$ cat config.mk
export PLATFORM = sky130hd
export DESIGN_NAME = srap_ctrl
export DESIGN_NICKNAME = d
export VERILOG_FILES = /design/src/hw/srap_pkg.sv /design/src/hw/srap_ctrl.sv /design/src/hw/srap_timer.sv
export SDC_FILE = /design/constraint.sdc
export NUM_CORES = 1
export LEC_CHECK = 0
export ABC_AREA = 1
export CORE_AREA = 2 2 129 99
export CTS_CLUSTER_DIAMETER = 30
export CTS_CLUSTER_SIZE = 40
export DETAILED_ROUTE_END_ITERATION = 6
export DIE_AREA = 0 0 131 101
export DONT_BUFFER_PORTS = 1
export GPL_TIMING_DRIVEN = 0
export PLACE_DENSITY_LB_ADDON = 0.08
export SYNTH_ARGS = -nofsm -noshare
export SYNTH_HDL_FRONTEND = slang
export SYNTH_SLANG_ARGS = --single-unit
$ cat constraint.sdc
create_clock -name CORE_CLK -period 4.5 [get_ports CORE_CLK]
set_input_delay 0.9 -clock CORE_CLK [delete_from_list [all_inputs] [get_ports CORE_CLK]]
set_output_delay 0.9 -clock CORE_CLK [all_outputs]
set_load 0.01 [all_outputs]
$ cat src/hw/srap_pkg.sv
// Shared constants and types for the slot register access controller
package srap_pkg;

  // ----------------------------------------------------------------
  // Backplane geometry
  // ----------------------------------------------------------------
  localparam int NUM_SLOTS = 90;
  localparam int SLOT_W = 7;
  localparam int REG_W = 3;
  localparam int DATA_W = 8;
  localparam logic [SLOT_W-1:0] LAST_SLOT = 7'h59;

  // ----------------------------------------------------------------
  // Timing in ns and derived cycle counts
  // ----------------------------------------------------------------
  localparam int CLK_PERIOD_NS = 5;
  localparam int T_ADDR_SETUP_NS = 100;
  localparam int T_STROBE_NS = 450;
  localparam int T_ADDR_HOLD_NS = 30;
  localparam int T_DIG_RESET_NS = 500;
  localparam int SETUP_CYC = (T_ADDR_SETUP_NS + CLK_PERIOD_NS - 1) / CLK_PERIOD_NS;
  localparam int STROBE_CYC = (T_STROBE_NS + CLK_PERIOD_NS - 1) / CLK_PERIOD_NS;
  localparam int HOLD_CYC = (T_ADDR_HOLD_NS + CLK_PERIOD_NS - 1) / CLK_PERIOD_NS;
  localparam int DIG_RESET_CYC = (T_DIG_RESET_NS + CLK_PERIOD_NS - 1) / CLK_PERIOD_NS;
  localparam int TMR_W = 8;

  // ----------------------------------------------------------------
  // Command and response carriers
  // ----------------------------------------------------------------
  typedef enum logic [1:0] {
    SRAP_OP_NOP,
    SRAP_OP_INIT,
    SRAP_OP_READ,
    SRAP_OP_WRITE
  } srap_op_t;

  typedef struct packed {
    srap_op_t op;
    logic [SLOT_W-1:0] slot;
    logic [REG_W-1:0] regn;
    logic [DATA_W-1:0] data;
  } srap_cmd_t;

  typedef struct packed {
    logic err;
    logic [DATA_W-1:0] data;
  } srap_rsp_t;

endpackage

$ cat src/hw/srap_ctrl.sv
// Mainframe-side controller driving one breadboard card slot bus
`timescale 1ns/100ps
// Contract
// - Initialize command pulses digital reset line
// - Reset also pulses digital reset line
// - Read returns one byte from register
// - Write delivers one byte to register
// - Select exactly the addressed slot during transfer
// - Register number binary on address lines
// - Read strobe asserted during read command
// - Write strobe with valid data lines
// - Shared data lines are multi-drop
module srap_ctrl
  import srap_pkg::*;
(
  input wire logic CORE_CLK,
  input wire logic RST,
  input wire logic CMD_VALID,
  output logic CMD_READY,
  input wire srap_cmd_t CMD,
  output logic RSP_VALID,
  output srap_rsp_t RSP,
  output logic [NUM_SLOTS-1:0] SLOT_SEL,
  output logic REG_ADDR_BIT2,
  output logic REG_ADDR_BIT1,
  output logic REG_ADDR_BIT0,
  output logic RD_STROBE,
  output logic WR_STROBE,
  input wire logic [DATA_W-1:0] SHARED_DATA_LINES_I,
  output logic [DATA_W-1:0] SHARED_DATA_LINES_O,
  output logic SHARED_DATA_LINES_OE,
  output logic DIG_RESET
);

  // ----------------------------------------------------------------
  // State and registers
  // ----------------------------------------------------------------
  typedef enum logic [2:0] {ST_IDLE, ST_SETUP, ST_STROBE, ST_HOLD, ST_RESET} srap_state_t;

  srap_state_t state_q;
  srap_state_t state_d;
  logic [NUM_SLOTS-1:0] sel_q;
  logic [NUM_SLOTS-1:0] sel_d;
  logic [REG_W-1:0] addr_q;
  logic [REG_W-1:0] addr_d;
  logic is_read_q;
  logic is_read_d;
  logic rd_q;
  logic rd_d;
  logic wr_q;
  logic wr_d;
  logic oe_q;
  logic oe_d;
  logic [DATA_W-1:0] wdata_q;
  logic [DATA_W-1:0] wdata_d;
  logic rst_line_q;
  logic rst_line_d;
  logic rsp_valid_q;
  logic rsp_valid_d;
  srap_rsp_t rsp_q;
  srap_rsp_t rsp_d;
  logic tmr_load;
  logic [TMR_W-1:0] tmr_count;
  logic tmr_done;

  // ----------------------------------------------------------------
  // Command decode
  // ----------------------------------------------------------------
  wire accept = CMD_VALID && (state_q == ST_IDLE);
  wire slot_ok = (CMD.slot <= LAST_SLOT);
  wire is_xfer = (CMD.op == SRAP_OP_READ) || (CMD.op == SRAP_OP_WRITE);
  wire start_xfer = accept && is_xfer && slot_ok;
  wire start_init = accept && (CMD.op == SRAP_OP_INIT);
  // Out-of-range slot is refused without touching the backplane
  wire bad_slot = accept && is_xfer && !slot_ok;
  wire [NUM_SLOTS-1:0] slot_onehot = {{(NUM_SLOTS-1){1'b0}}, 1'b1} << CMD.slot;

  assign CMD_READY = (state_q == ST_IDLE);

  srap_timer #(
    .INIT_COUNT(TMR_W'(DIG_RESET_CYC))
  ) u_timer (
    .CORE_CLK(CORE_CLK),
    .RST(RST),
    .load(tmr_load),
    .count(tmr_count),
    .done(tmr_done)
  );

  // ----------------------------------------------------------------
  // Sequencer
  // ----------------------------------------------------------------
  always_comb begin
    state_d = state_q;
    sel_d = sel_q;
    addr_d = addr_q;
    is_read_d = is_read_q;
    rd_d = rd_q;
    wr_d = wr_q;
    oe_d = oe_q;
    wdata_d = wdata_q;
    rst_line_d = rst_line_q;
    rsp_valid_d = 1'b0;
    rsp_d = rsp_q;
    tmr_load = 1'b0;
    tmr_count = TMR_W'(SETUP_CYC);
    unique case (state_q)
      ST_IDLE: begin
        if (start_xfer) begin
          // Select and address settle before any strobe
          sel_d = slot_onehot;
          addr_d = CMD.regn;
          is_read_d = (CMD.op == SRAP_OP_READ);
          // Data driven only on writes; released while the card answers reads
          oe_d = (CMD.op == SRAP_OP_WRITE);
          wdata_d = CMD.data;
          tmr_load = 1'b1;
          state_d = ST_SETUP;
        end else if (start_init) begin
          rst_line_d = 1'b1;
          tmr_load = 1'b1;
          tmr_count = TMR_W'(DIG_RESET_CYC);
          state_d = ST_RESET;
        end else if (bad_slot) begin
          rsp_valid_d = 1'b1;
          rsp_d = '{err: 1'b1, data: 8'h00};
        end else if (accept) begin
          // Other commands get an empty answer and no bus activity
          rsp_valid_d = 1'b1;
          rsp_d = '{err: 1'b0, data: 8'h00};
        end
      end
      ST_SETUP: begin
        if (tmr_done) begin
          rd_d = is_read_q;
          wr_d = !is_read_q;
          tmr_load = 1'b1;
          tmr_count = TMR_W'(STROBE_CYC);
          state_d = ST_STROBE;
        end
      end
      ST_STROBE: begin
        if (tmr_done) begin
          // Sampled at strobe end, well past the card's access time
          if (is_read_q) begin
            rsp_d = '{err: 1'b0, data: SHARED_DATA_LINES_I};
          end else begin
            rsp_d = '{err: 1'b0, data: 8'h00};
          end
          rd_d = 1'b0;
          wr_d = 1'b0;
          tmr_load = 1'b1;
          tmr_count = TMR_W'(HOLD_CYC);
          state_d = ST_HOLD;
        end
      end
      ST_HOLD: begin
        if (tmr_done) begin
          sel_d = '0;
          oe_d = 1'b0;
          rsp_valid_d = 1'b1;
          state_d = ST_IDLE;
        end
      end
      ST_RESET: begin
        if (tmr_done) begin
          rst_line_d = 1'b0;
          rsp_valid_d = 1'b1;
          rsp_d = '{err: 1'b0, data: 8'h00};
          state_d = ST_IDLE;
        end
      end
    endcase
  end

  // ----------------------------------------------------------------
  // Registers
  // ----------------------------------------------------------------
  always_ff @(posedge CORE_CLK or posedge RST) begin
    if (RST) begin
      // Reset leaves the card's digital reset pulsing for a full period
      state_q <= ST_RESET;
      rst_line_q <= 1'b1;
      sel_q <= '0;
      addr_q <= 3'h0;
      is_read_q <= 1'b0;
      rd_q <= 1'b0;
      wr_q <= 1'b0;
      oe_q <= 1'b0;
      wdata_q <= 8'h00;
      rsp_valid_q <= 1'b0;
      rsp_q <= '0;
    end else begin
      state_q <= state_d;
      rst_line_q <= rst_line_d;
      sel_q <= sel_d;
      addr_q <= addr_d;
      is_read_q <= is_read_d;
      rd_q <= rd_d;
      wr_q <= wr_d;
      oe_q <= oe_d;
      wdata_q <= wdata_d;
      rsp_valid_q <= rsp_valid_d;
      rsp_q <= rsp_d;
    end
  end

  assign SLOT_SEL = sel_q;
  assign {REG_ADDR_BIT2, REG_ADDR_BIT1, REG_ADDR_BIT0} = addr_q;
  assign RD_STROBE = rd_q;
  assign WR_STROBE = wr_q;
  assign SHARED_DATA_LINES_O = wdata_q;
  assign SHARED_DATA_LINES_OE = oe_q;
  assign DIG_RESET = rst_line_q;
  assign RSP_VALID = rsp_valid_q;
  assign RSP = rsp_q;

  // ----------------------------------------------------------------
  // Assertions
  // ----------------------------------------------------------------
  logic [TMR_W-1:0] strb_cnt_q;
  logic [TMR_W-1:0] rst_cnt_q;

  always_ff @(posedge CORE_CLK or posedge RST) begin
    if (RST) begin
      strb_cnt_q <= 8'h00;
      rst_cnt_q <= 8'h00;
    end else begin
      strb_cnt_q <= (rd_q || wr_q) ? strb_cnt_q + 8'h01 : 8'h00;
      rst_cnt_q <= rst_line_q ? rst_cnt_q + 8'h01 : 8'h00;
    end
  end
endmodule

$ cat src/hw/srap_timer.sv
// Down-counting phase timer used to pace backplane transfer phases
`timescale 1ns/100ps
module srap_timer
  import srap_pkg::*;
#(
  parameter logic [TMR_W-1:0] INIT_COUNT = 8'h00
) (
  input wire logic CORE_CLK,
  input wire logic RST,
  input wire logic load,
  input wire logic [TMR_W-1:0] count,
  output logic done
);

  logic [TMR_W-1:0] cnt_q;
  logic [TMR_W-1:0] cnt_d;

  // Done in the last cycle of a phase of exactly count cycles
  assign done = (cnt_q == 8'h01);
  assign cnt_d = load ? count : ((cnt_q != 8'h00) ? cnt_q - 8'h01 : cnt_q);

  always_ff @(posedge CORE_CLK or posedge RST) begin
    if (RST) begin
      cnt_q <= INIT_COUNT;
    end else begin
      cnt_q <= cnt_d;
    end
  end

endmodule

# Yosys cells after proc, flatten, opt, wreduce, memory -nomap -nowiden
# Cells that the tools add are included.
[classes]
add_sub_neg = 1
order_cmp = 1
eq_ne = 19
shift = 1
muxes = 43
reduce_logical = 23
[op_table]
columns = ["operator", "n"]
rows = [
  ["$mux 90", 2],
  ["$pmux 90 s2", 1],
  ["$shl 1x7->90 const A", 1],
  ["$mux 9", 6],
  ["$pmux 9 s3", 1],
  ["$mux 8", 3],
  ["$mux 7", 3],
  ["$pmux 7 s3", 1],
  ["$mux 3", 5],
  ["$mux 1", 13],
  ["$ne 2x2->1 const B", 6],
  ["$pmux 1 s2", 6],
  ["$pmux 3 s4", 1],
  ["$eq 8x1->1 const B", 1],
  ["$reduce_and 4->1", 2],
  ["$reduce_bool 2->1", 4],
  ["$reduce_bool 8->1", 1],
  ["$sub 8x1->8 const B", 1],
  ["$le 7x7->1 const B", 1],
  ["$eq 3x2->1 const B", 2],
  ["$ne 2x1->1 const B", 3],
  ["$ne 3x1->1 const B", 2],
  ["$reduce_and 3->1", 2],
  ["$reduce_and 6->1", 1],
  ["other kinds (12)", 19],
]
[word_totals]
register_bits = 127
inputBits = 31
output_inout_bits = 116
wordCells = 101

# Depth between registers and ports, before layout
# Gate-level depths: netlist of the first run.
[logic_depth]
depth_word = 8
mapped_depth = 13
ltp_nobuf = 11

# Hierarchy
# A second synthesis of the first run with hierarchy kept.
[unflattened]
cells_unflattened = 809
hier_area_um2 = 6247.2
[modules_own_cells]
columns = ["mod", "instances", "cells_each", "area_per_inst_um2", "seq_area_each_um2"]
rows = [
  ["srap_ctrl", 1, 731, 5684.2, 2980.4],
  ["srap_timer", 1, 78, 563.0, 203.9],
]

# Worst setup path before layout of the first run
# No wires, ideal clock.
[synth_path]
path_kind = "input port to flip-flop"
start = "in CMD[12] (netlist bit)"
end = "reg sel_q[0] (netlist: SLOT_SEL[0])"
setup_ns = 0.130
arrival_ns = 2.011
required_time_ns = 4.370
path_slack_ns = 2.359
cell_stages = 12
n_path_buf = 2
cell_sequence = "nor2_2 -> nand2_2 -> nand2_1 -> nand2_1 -> nand2_2 -> nand2_2 -> nand2_2 -> nand2_4 -> buf_6 -> buf_4 -> nand2_1 -> o21ai_1"
[synth_via]
elab_chain_cells = 4
word_cells_on_any_way = 7
classes_between = "1 x order compare; 1 x eq/ne; 1 x shift; 2 x mux; 2 x reduce/logical"
[synth_rtl]
columns = ["element", "line", "text"]
rows = [
  ["start, declared", "srap_ctrl.sv:20", "input wire srap_cmd_t CMD,"],
  ["$le 7x7->1", "srap_ctrl.sv:70", "wire slot_ok = (CMD.slot <= LAST_SLOT);"],
  ["$logic_and 1x1->1", "srap_ctrl.sv:72", "wire start_xfer = accept && is_xfer && slot_ok;"],
  ["$ne 2x1->1 (no source line)", "--", ""],
  ["$reduce_and 3->1 (no source line)", "--", ""],
  ["end signal, assigned", "srap_ctrl.sv:196", "sel_q <= sel_d;"],
  ["end, declared", "srap_ctrl.sv:42", "logic [NUM_SLOTS-1:0] sel_q;"],
]
# Parallel ways exist; a longest one is shown, timed or not. The select of a mux whose other input is x is not followed.
# A chain may end at the register's enable or synchronous reset.

# Worst setup path after layout of the first run
[layout_path]
start = "reg state_q[1]"
end = "out CMD_READY"
[layout_via]
elab_chain_cells = 1
[layout_rtl]
columns = ["element", "line", "text"]
rows = [
  ["start, declared", "srap_ctrl.sv:40", "srap_state_t state_q;"],
  ["start signal, assigned", "srap_ctrl.sv:194", "state_q <= state_d;"],
  ["$logic_not 3->1", "srap_ctrl.sv:78", "assign CMD_READY = (state_q == ST_IDLE);"],
  ["end, declared", "srap_ctrl.sv:19", "output logic CMD_READY,"],
]
# Every way passes these cells.

==> metrics, run 1 <==
Filler cells between 1,000 and 1,500; Area growth, synth to finish 14.7%; CP Launch Type flop; Die Wd between 100 and 150 µm; dpl ws between 1.5 and 2 ns; WL/cell about 18 µm; Design Power about 0.0027 W; Max VDD drop 317 µV; largest net degree at the start of global routing 67; IO Count 147; share of layout cells above drive strength 1 9.22%; Synth warnings 0; Post-CTS Hold Buffers 0; gpl congestion 0.928; Synth area leaders dfrtp_1 (52%), nand2_1 (16%), o21ai_1 (7.7%), nand3_1 (4.1%), nor2_1 (2.9%); mapped cell area 5880 µm²; Ant. Diodes 0; Post-CTS Setup Bufs 0; status finished, final reports clean; CTS Buffer Depth 2; Resize count post-CTS 0; required time of the critical path 3.60 ns; CP max stage cell dfrtp_1; Post-DP Area between 6000 and 7000 µm²; HP Class in2async; sequential area share after synthesis between 50 and 60%; design area 6750 µm²; final hold viol count 0; initial antenna violation count 0; first-pass GRT wire length between 20 and 30 mm; Max Slew Vio Count 0; worst-margin pin slew 0.722 ns; total track usage approximately a quarter; Synth Instances about 730; part of the cycle the worst path needs roughly 51%; NumNets Final just under 800; full die area 13,200 µm²; DR iter-0 viols 460; Clk Latency, worst-skew pair between 0.4 and 0.5 ns; Die H between 100 and 150 µm; Inserted Clock Buffers 17; Setup crit end kind primary output; IO buf count 0; total global routing overflow 0; vias per inst 5.51; DRC violations left 0; RSZ-0062 raised after global routing no; Via Count 5,098; Antenna Nets Post-Route 0; Yosys cell types 33; Pleak about 3.0 nW; clock-pin slew on the worst setup and hold paths roughly 0.06 ns; vias in the first global route 4,866; Max-Cap Viols 0; Worst slew margin roughly half; #FFs+latches synth 127; Max Fclk between 400 and 500 MHz; 1st-pass router iterations 5; CP max FO 5; Min Clock Period, post-route 2.29 ns; clk_skew roughly 0.0072 ns; syn nets between 700 and 800; root buffer cell clkbuf_16; critical path arrival between 1 and 1.5 ns; Initial Util between 40% and 50%; Mean Syn Cell Area 8.11 µm²; Setup CP Type reg2out; Power Dens Cells 395 nW/µm²; final setup margin 2.21 ns; crit-path cells nor2_2, nand2_1, inv_1; peak per-stage delay on the critical path roughly 0.42 ns; wirelength, routed around 16 mm; Yosys top cell area share 51.9%; num rows 35; CTS Sinks around 130; # setup viols final 0; dpl hpwl about 12 mm; Core Box Area ~12,000 µm²; WHS around 0.41 ns; area leader, netlist dfrtp_1; H-tree Lvls 4; TritonCTS clock tree done
metrics by stage:
step / cells / util [%] / TNS (ns)
after floorplan: 726 / - / 0
after global placement: 892 / 50.6 / -123.12
after detailed placement: 893 / 50.9 / 0
after CTS: 925 / 56.0 / 0
after global routing: 925 / 56.0 / 0
final: 925 / 56.0 / 0
synth_stat cells, drive strengths merged:
library cell and number:
a21oi 8, buf 16, clkbuf 30, clkinv 2, dfrtp 122, dfstp 5, ha 2, inv 32
nand2 259, nand3 48, nand4 24, nor2 52, nor3 8, nor4 12, o211ai 1, o21ai 98
o22ai 1, o31ai 2, or2 1, xnor2 1, xor2 2
area by class of cell:
| type | count | area, µm² | share of cell area, % |
|---|---|---|---|
| plain buffers | 46 | 220 | 3.26 |
| clock buffers | 20 | 467 | 6.92 |
| clock inverters | 12 | 158 | 2.34 |
| inverters | 34 | 133 | 1.97 |
| multi-input cells | 519 | 2350 | 34.9 |
| flip-flops and latches | 127 | 3180 | 47.2 |
| well taps | 166 | 208 | 3.08 |
| repair buffers | 1 | 27.5 | 0.408 |
layer usage:
layer / wire, µm / GRT usage (%) / up-vias
li1: - / - / 2420
met1: 7220 / 36.0 / 2442
met2: 6980 / 37.6 / 216
met3: 1860 / 10.9 / 20
met4: 214 / 6.87 / 0
met5: 0 / 0 / -
flip-flops by register name, indices dropped and copies added, names as in the netlist, 3 cells and up:
| name | flops |
|---|---|
| SLOT_SEL | 90 |
| RSP | 9 |
| SHARED_DATA_LINES_O | 8 |
| u_timer.cnt_q | 8 |
| addr_q | 3 |
| state_q | 3 |
kinds of logic after synthesis:
| family | after synthesis | synth area share, % |
|---|---|---|
| compound gates | 110 | 9.63 |
| xor+xnor | 3 | 0.447 |
| fa+ha+maj | 2 | 0.425 |
| buf+inv | 80 | 5.91 |
| flops | 127 | 54.1 |
| simple gates | 404 | 29.5 |
power by group:
| group | switching [W] | internal (W) |
|---|---|---|
| logic | 0.0000720 | 0.0000141 |
| registers | 0 | 0.00114 |
| clock network | 0.000517 | 0.000917 |
| total | 0.000589 | 0.00207 |
worst max-delay path: cells and delay by family, from the launching register on:
kind,cells,cell delay [ns]
buf+inv,1,0.20
simple gates,2,0.35
flops,1,0.42
worst paths after layout:
check                            from          endpoint  slack [ns]  depth (start not counted)
max                        state_q[1]         CMD_READY        2.21                          3
min                               RST  u_timer.cnt_q[1]        0.41                          1
max reg2reg                state_q[2]      SLOT_SEL[69]        2.31                          7
min reg2reg                 DIG_RESET         DIG_RESET        0.52                          2
max in group asynchronous         RST  u_timer.cnt_q[6]        3.35                          2
min in group CORE_CLK       DIG_RESET         DIG_RESET        0.52                          2
cell usage in the layout, fill, tap and decap left out, types with 5 or more instances in the layout:
master,Yosys,layout
o21ai_1,90,90
nor4_1,12,12
buf_4,8,8
nand2_1,252,252
buf_1,5,5
inv_1,31,30
dfstp_2,5,5
nand2_2,6,6
nand4_1,24,24
nor2_1,45,45
clkinvlp_4,0,6
clkbuf_16,0,17
nor3_1,7,7
nor2_2,5,5
dfrtp_1,122,122
a21oi_1,6,6
o21ai_0,8,8
clkbuf_1,29,29
nand3_1,48,48
No activity file was read; power rests on OpenSTA's default activity.
==> inputs of run 2 (changes only) <==
Clock period 4.5 ns to 1.99 ns, I/O delays scaled along.
==> run 2 against run 1 <==
  * Power up 120%
  * Largest cell class unchanged
  * Clock power up 120%
  * Clock skew down 0.0014 ns
  * Sequential power up 130%
  * Sequential share of layout area down 1.6 points
  * Register-to-register slack worse by 2.2 ns
  * Global-route usage up 0.23 points
  * Final cell count up 1.3%
  * Critical endpoint is now SLOT_SEL[68]
  * Wire length up 5.1%
  * Critical path type is now reg2reg
==> metrics, run 2 (synthesized netlist as in run 1, its figures left out) <==
status finished, final reports clean (unchanged); Hold Crit Start CMD[18]; final hold viol count 0 (unchanged); # setup viols final 0 (unchanged); RSZ-0062 raised after global routing yes (was no); Area growth, synth to finish 18.8% (was 14.7%); IO Count 147 (unchanged); H-tree Lvls 4 (unchanged); Max VDD drop 602 µV (was 317 µV); worst hold path depth 1; Inserted Clock Buffers 17 (unchanged); worst reg-to-reg setup slack 0.07 ns (was 2.31 ns); gpl congestion 0.967 (was 0.928); IO buf count 0 (unchanged); Setup crit end kind flop (was primary output); Power Dens Cells 850 nW/µm² (was 395 nW/µm²); Filler cells 1,073 (was 1,117); worst-margin pin slew 0.744 ns (was 0.722 ns); DR iter-0 viols 429 (was 460); CP max FO 10 (was 5); 1st-pass router iterations 5 (unchanged); CP max stage cell dfrtp_1 (unchanged); clk_skew 0.00583 ns (was 0.00725 ns); Die Wd 131 µm (unchanged); R2R Path Start u_timer.cnt_q[1] (was state_q[2]); Via Count 5,142 (was 5,098); Antenna Nets Post-Route 0 (unchanged); Setup CP Type reg2reg (was reg2out); CTS Sinks 127 (unchanged); num rows 35 (unchanged); most common cell after layout, fill and taps aside nand2_1 (unchanged); TritonCTS clock tree done (unchanged); initial antenna violation count 0 (unchanged); reg-to-reg critical path endpoint SLOT_SEL[68] (was SLOT_SEL[69]); Core Box Area 12,000 µm² (unchanged); total track usage 26.2% (was 26.0%); CTS Buffer Depth 2 (unchanged); sequential power share 43.5% (was 42.9%); Die H 101 µm (unchanged); commonest non-fill, non-tap cells in the layout nand2_1 (250), dfrtp_1 (120), o21ai_1 (90) (was nand2_1 (252), dfrtp_1 (122), o21ai_1 (90)); Max Slew Vio Count 0 (unchanged); largest net degree at the start of global routing 43 (was 67); vias per inst 5.49 (was 5.51); DRC violations left 0 (unchanged); NumNets Final 791 (was 779); Max Fclk approximately 520 MHz; Initial Util 48.9% (unchanged); total global routing overflow 0 (unchanged); worst r2r path cells 11 (was 7); Hold Crit Endpoint is_read_q; Clk Latency, worst-skew pair 0.42 ns (about the same); HP Class in2reg (was in2async); register area 3190 µm² (was 3180 µm²); required time of the critical path 2.28 ns (was 3.60 ns); root buffer cell clkbuf_16 (unchanged); clock-pin slew on the worst setup and hold paths 0.06 ns (about the same); multi-input logic area 2440 µm² (was 2350 µm²); Worst slew margin 50.0% (was 51.5%); dpl ws -0.190 ns (was 1.87 ns); first-pass GRT wire length 26.3 mm (was 26.1 mm); part of the cycle the worst path needs 96.5%; Pint 0.00457 W (was 0.00207 W); peak per-stage delay on the critical path 0.41 ns (was 0.42 ns); critical path arrival 2.21 ns (was 1.39 ns); Psw 0.00136 W (was 0.000589 W); crit-path cells inv_2, ha_4, nand2_2, nor2_4, nor2_1, a21oi_2, nand2_4, clkbuf_16, buf_4, nand2_1, o21ai_1 (was nor2_2, nand2_1, inv_1); share of layout cells above drive strength 1 13.7% (was 9.22%); vias in the first global route 4,937 (was 4,866); Clock power frac 52.9% (was 53.8%); Min Clock Period, post-route 1.92 ns; Max-Cap Viols 0 (unchanged); Sw Share 23.0% (was 22.1%); dpl hpwl 12.1 mm (was 12.0 mm); full die area 13,200 µm² (unchanged); CP Launch Type flop (unchanged); Design Power 0.00594 W (was 0.00266 W); final setup margin 0.0692 ns (was 2.21 ns); Pleak 3.09 nW (was 2.95 nW); Ant. Diodes 0 (unchanged); WL/cell 18.3 µm (was 17.6 µm); wirelength, routed 17.1 mm (was 16.3 mm); max reg flops 90 (unchanged); logic gate share of total power 3.5% (was 3.2%)
==> run 2: changes by cell type in the layout (fill, tap and decap cells not counted), moves of 3 or more <==
| cell | delta |
|---|---|
| clkbuf_2 | +15 |
| clkbuf_1 | -11 |
| buf_12 | +6 |
| clkinv_4 | +5 |
| nor2_4 | +5 |
| buf_1 | -4 |
| buf_4 | +4 |
| clkinvlp_4 | -4 |
| nor2_2 | -3 |
==> run 2: area by class of cell <==
cell class / instances / share of cell area, %
clock buffers: 20 / 6.68
flip-flops and latches: 127 / 45.6
well taps: 166 / 2.97
multi-input cells: 520 / 34.9
plain buffers: 46 / 3.60
clock inverters: 12 / 1.93
inverters: 34 / 1.88
repair buffers: 12 / 2.47
==> run 2: layer usage <==
metal  part of all wire [%]  up-vias  global-route usage, %
met4                    1.5        0                   9.82
met1                     46     2452                   36.3
met3                    9.7       24                   10.7
met5                      0        -                      0
li1                       -     2465                      -
met2                     43      201                   36.7
==> run 2: stage by stage <==
| stage | util [%] | area (µm²) | std cells | hold WS, ns | setup TNS [ns] |
|---|---|---|---|---|---|
| floorplan | - | 5890 | 726 | 0.480 | 0 |
| global placement | 50.6 | 6100 | 892 | 0.511 | -72.57 |
| detailed placement | 51.1 | 6160 | 895 | 0.335 | -7.94 |
| CTS | 56.4 | 6790 | 928 | 0.0721 | 0 |
| global route | 58.0 | 6990 | 937 | 0.100 | -0.0747 |
| finish | 58.0 | 6990 | 937 | 0.0902 | 0 |
==> run 2: repair_timing <==
action                                  4_1_cts  5_1_grt
pin swaps                                     1        4
hold endpoints to repair                     23        0
hold buffers                                  1        0
endpoints found under the setup margin       94      100
buffers inserted                              0        7
gates cloned                                  0        2
resized for setup                             9       34
==> run 2: power groups by stage <==
stage / clock, W / sequential [W] / combinational (W)
final: 0.00314 / 0.00258 / 0.000210
after global routing: 0.00332 / 0.00258 / 0.000235
after CTS: 0.00319 / 0.00258 / 0.000208
after detailed placement: 0 / 0.00263 / 0.000203
after global placement: 0 / 0.00263 / 0.000184
after floorplan: 0 / 0.00263 / 0.000138
==> run 2: worst max path at each step <==
stage / from / to / cells past startpoint
2_1_floorplan: RST / RD_STROBE / 1
4_1_cts: state_q[2] / SLOT_SEL[34] / 7
3_3_place_gp: RST / SLOT_SEL[36] / 1
6_report: u_timer.cnt_q[1] / SLOT_SEL[68] / 11
5_1_grt: u_timer.cnt_q[1] / SLOT_SEL[51] / 11
3_5_place_dp: state_q[2] / SLOT_SEL[79] / 7
==> run 2: critical path, delay by kind of cell, from the launching register on <==
kind                       cells  cell delay, ns
AOI/OAI and AO/OA              2            0.31
buffers and inverters          3            0.47
DFF                            1            0.41
and+or+nand+nor                5            0.47
adders and majority gates      1            0.13
==> inputs of run 3 (changes only) <==
==> constraint.sdc (replaced) <==
create_clock -name CORE_CLK -period 1.99 [get_ports CORE_CLK]
set_input_delay 0.0995 -clock CORE_CLK [delete_from_list [all_inputs] [get_ports CORE_CLK]]
set_output_delay 0.0995 -clock CORE_CLK [all_outputs]
set_load 0.01 [all_outputs]
==> run 3 against run 2 <==
  * The run now ends with negative hold slack left
  * Highest routed layer unchanged
  * Clock-buffer cell count unchanged
  * Combinational power grew 21%
  * Sequential power barely moved
==> metrics, run 3 (synthesized netlist as in run 1, its figures left out) <==
full die area 13,200 µm² (unchanged); root buffer cell clkbuf_16 (unchanged); peak per-stage delay on the critical path 0.56 ns (was 0.41 ns); most used cell, CP nand2_1; WL/cell 18.2 µm (was 18.3 µm); worst hold path depth 4 (was 1); WHS -0.00131 ns (was 0.0902 ns); Min Clock Period, post-route 1.95 ns (was 1.92 ns); Setup crit end kind flop (unchanged); Die Wd 131 µm (unchanged); largest net degree at the start of global routing 43 (unchanged); cell family with most CP delay simple AND/OR/NAND/NOR gates (was buffers and inverters); CTS Sinks 127 (unchanged); met2 wire length 7.61 mm (was 7.38 mm); first-pass GRT wire length 27.0 mm (was 26.3 mm); max reg flops 90 (unchanged); wirelength, routed 17.6 mm (was 17.1 mm); Inserted Clock Buffers 17 (unchanged); final hold viol count 1 (was 0); vias in the first global route 5,059 (was 4,937); Power Dens Cells 823 nW/µm² (was 850 nW/µm²); NumNets Final 821 (was 791); num rows 35 (unchanged); Max Fclk 512 MHz (was 521 MHz); failing checks negative hold slack; Ant. Diodes 0 (unchanged); CP Launch Type flop (unchanged); Area growth, synth to finish 23.5% (was 18.8%); CTS Buffer Depth 2 (unchanged); crit path buf inv count 2 (was 3); clock-pin slew on the worst setup and hold paths 0.06 ns (about the same); status complete, but fails checks (was finished, final reports clean); IO buf count 0 (unchanged); RSZ-0062 raised after global routing yes (unchanged); Pleak 3.21 nW (was 3.09 nW); vias per inst 5.50 (was 5.49); dpl hpwl 12.1 mm (unchanged); Clk Latency, worst-skew pair 0.42 ns (about the same); critical path arrival 2.25 ns (was 2.21 ns); CP max stage cell dfstp_2 (was dfrtp_1); Max Used Layer met4 (unchanged); H-tree Lvls 4 (unchanged); worst r2r path cells 9 (was 11); Worst slew margin 50.8% (was 50.0%); WL met3 2.00 mm (was 1.66 mm); DR iter-0 viols 498 (was 429); Setup CP Type reg2reg (unchanged); Max Slew Vio Count 0 (unchanged); Antenna Nets Post-Route 0 (unchanged); Via Count 5,321 (was 5,142); HP Class in2reg (unchanged); Max VDD drop 612 µV (was 602 µV); Metal-1 WL 7.65 mm (was 7.80 mm); dpl ws -0.190 ns (unchanged); 1st-pass router iterations 5 (unchanged); TritonCTS clock tree done (unchanged); clk_skew 0.00570 ns (was 0.00583 ns); required time of the critical path 2.29 ns (was 2.28 ns); Core Box Area 12,000 µm² (unchanged); crit-path cells nor2_1, nand2_1, nor2_4, buf_4, buf_4, a21oi_2, nand2_1, nand2_1, a21oi_1 (was inv_2, ha_4, nand2_2, nor2_4, nor2_1, a21oi_2, nand2_4, clkbuf_16, buf_4, nand2_1, o21ai_1); initial antenna violation count 0 (unchanged); final setup margin 0.0375 ns (was 0.0692 ns); Filler cells 1,069 (was 1,073); Initial Util 48.9% (unchanged); Post-DP Area 6160 µm² (unchanged); DRC violations left 0 (unchanged); part of the cycle the worst path needs 98.1% (was 96.5%); worst-margin pin slew 0.732 ns (was 0.744 ns); Die H 101 µm (unchanged); design area 7270 µm² (was 6990 µm²); CP max FO 8 (was 10); total global routing overflow 0 (unchanged); Max-Cap Viols 0 (unchanged); Crit path depth 9 (was 11); share of layout cells above drive strength 1 13.9% (was 13.7%); total track usage 26.9% (was 26.2%); most common cell after layout, fill and taps aside nand2_1 (unchanged); gpl congestion 0.967 (unchanged); commonest non-fill, non-tap cells in the layout nand2_1 (250), dfrtp_1 (120), o21ai_1 (88) (was nand2_1 (250), dfrtp_1 (120), o21ai_1 (90)); # setup viols final 0 (unchanged); IO Count 147 (unchanged)
-- run 3: cell count changes in the layout (fill, tap and decap cells not counted), sizes merged --
| cell | before | now |
|---|---|---|
| dlygate4sd3 | 1 | 29 |
| clkbuf | 55 | 51 |
| buf | 22 | 28 |
-- run 3: where the power goes --
| group | leakage, nW | internal, W | switching [W] | total (W) |
|---|---|---|---|---|
| sequential | 1.73 | 0.00258 | 0 | 0.00258 |
| clock | 0.296 | 0.00195 | 0.00120 | 0.00315 |
| combinational | 1.18 | 0.0000743 | 0.000180 | 0.000254 |
| total | 3.21 | 0.00461 | 0.00138 | 0.00599 |
-- run 3: final timing paths --
path,startpoint,endpoint,slack [ns]
max,u_timer.cnt_q[6],u_timer.cnt_q[4],0.04
min,CMD[16],SLOT_SEL[55],-0.001
max in group asynchronous,RST,u_timer.cnt_q[5],0.68
max reg2reg,u_timer.cnt_q[6],u_timer.cnt_q[4],0.04
min reg2reg,DIG_RESET,DIG_RESET,0.52
min in group asynchronous,RST,SLOT_SEL[78],0.20
-- run 3: timing repair --
item                                    CTS  global route
pin swaps                                 1             2
endpoints found under the setup margin   94           100
setup buffers                             0             9
resized for setup                         9            43
hold buffers                             29             0
cloned                                    0             2
hold endpoints to repair                 77             0
-- run 3: stage by stage --
step           power, W  hold WS [ns]  instances  util (%)  setup TNS (ns)
2_1_floorplan   0.00277         0.211        726         -               0
3_3_place_gp    0.00281         0.212        892      50.6          -33.84
3_5_place_dp    0.00283        0.0366        895      51.1           -3.45
4_1_cts         0.00602       0.00436        956      58.7               0
5_1_grt         0.00619        0.0220        967      60.4         -0.0985
6_report        0.00599      -0.00131        967      60.4               0
-- run 3: tightest hold or removal path: stages --
cell and delay [ns]:
inv_1 0.06, nor2_2 0.06, nand4_1 0.08, o21ai_1 0.07
-- run 3: layout make-up --
type / instances / area (µm²) / area share, %
Buffer: 46 / 277 / 3.80
Clock buffer: 20 / 467 / 6.42
Clock inverter: 12 / 135 / 1.86
Inverter: 34 / 131 / 1.81
Multi-Input combinational cell: 520 / 2420 / 33.3
Sequential cell: 127 / 3190 / 43.8
Tap cell: 166 / 208 / 2.86
Timing Repair Buffer: 42 / 443 / 6.09
-- run 3: metal layers --
metal / vias up / global-route usage (%)
li1: 2519 / -
met1: 2535 / 37.1
met2: 234 / 38.1
met3: 33 / 10.9
met4: 0 / 9.90
met5: - / 0
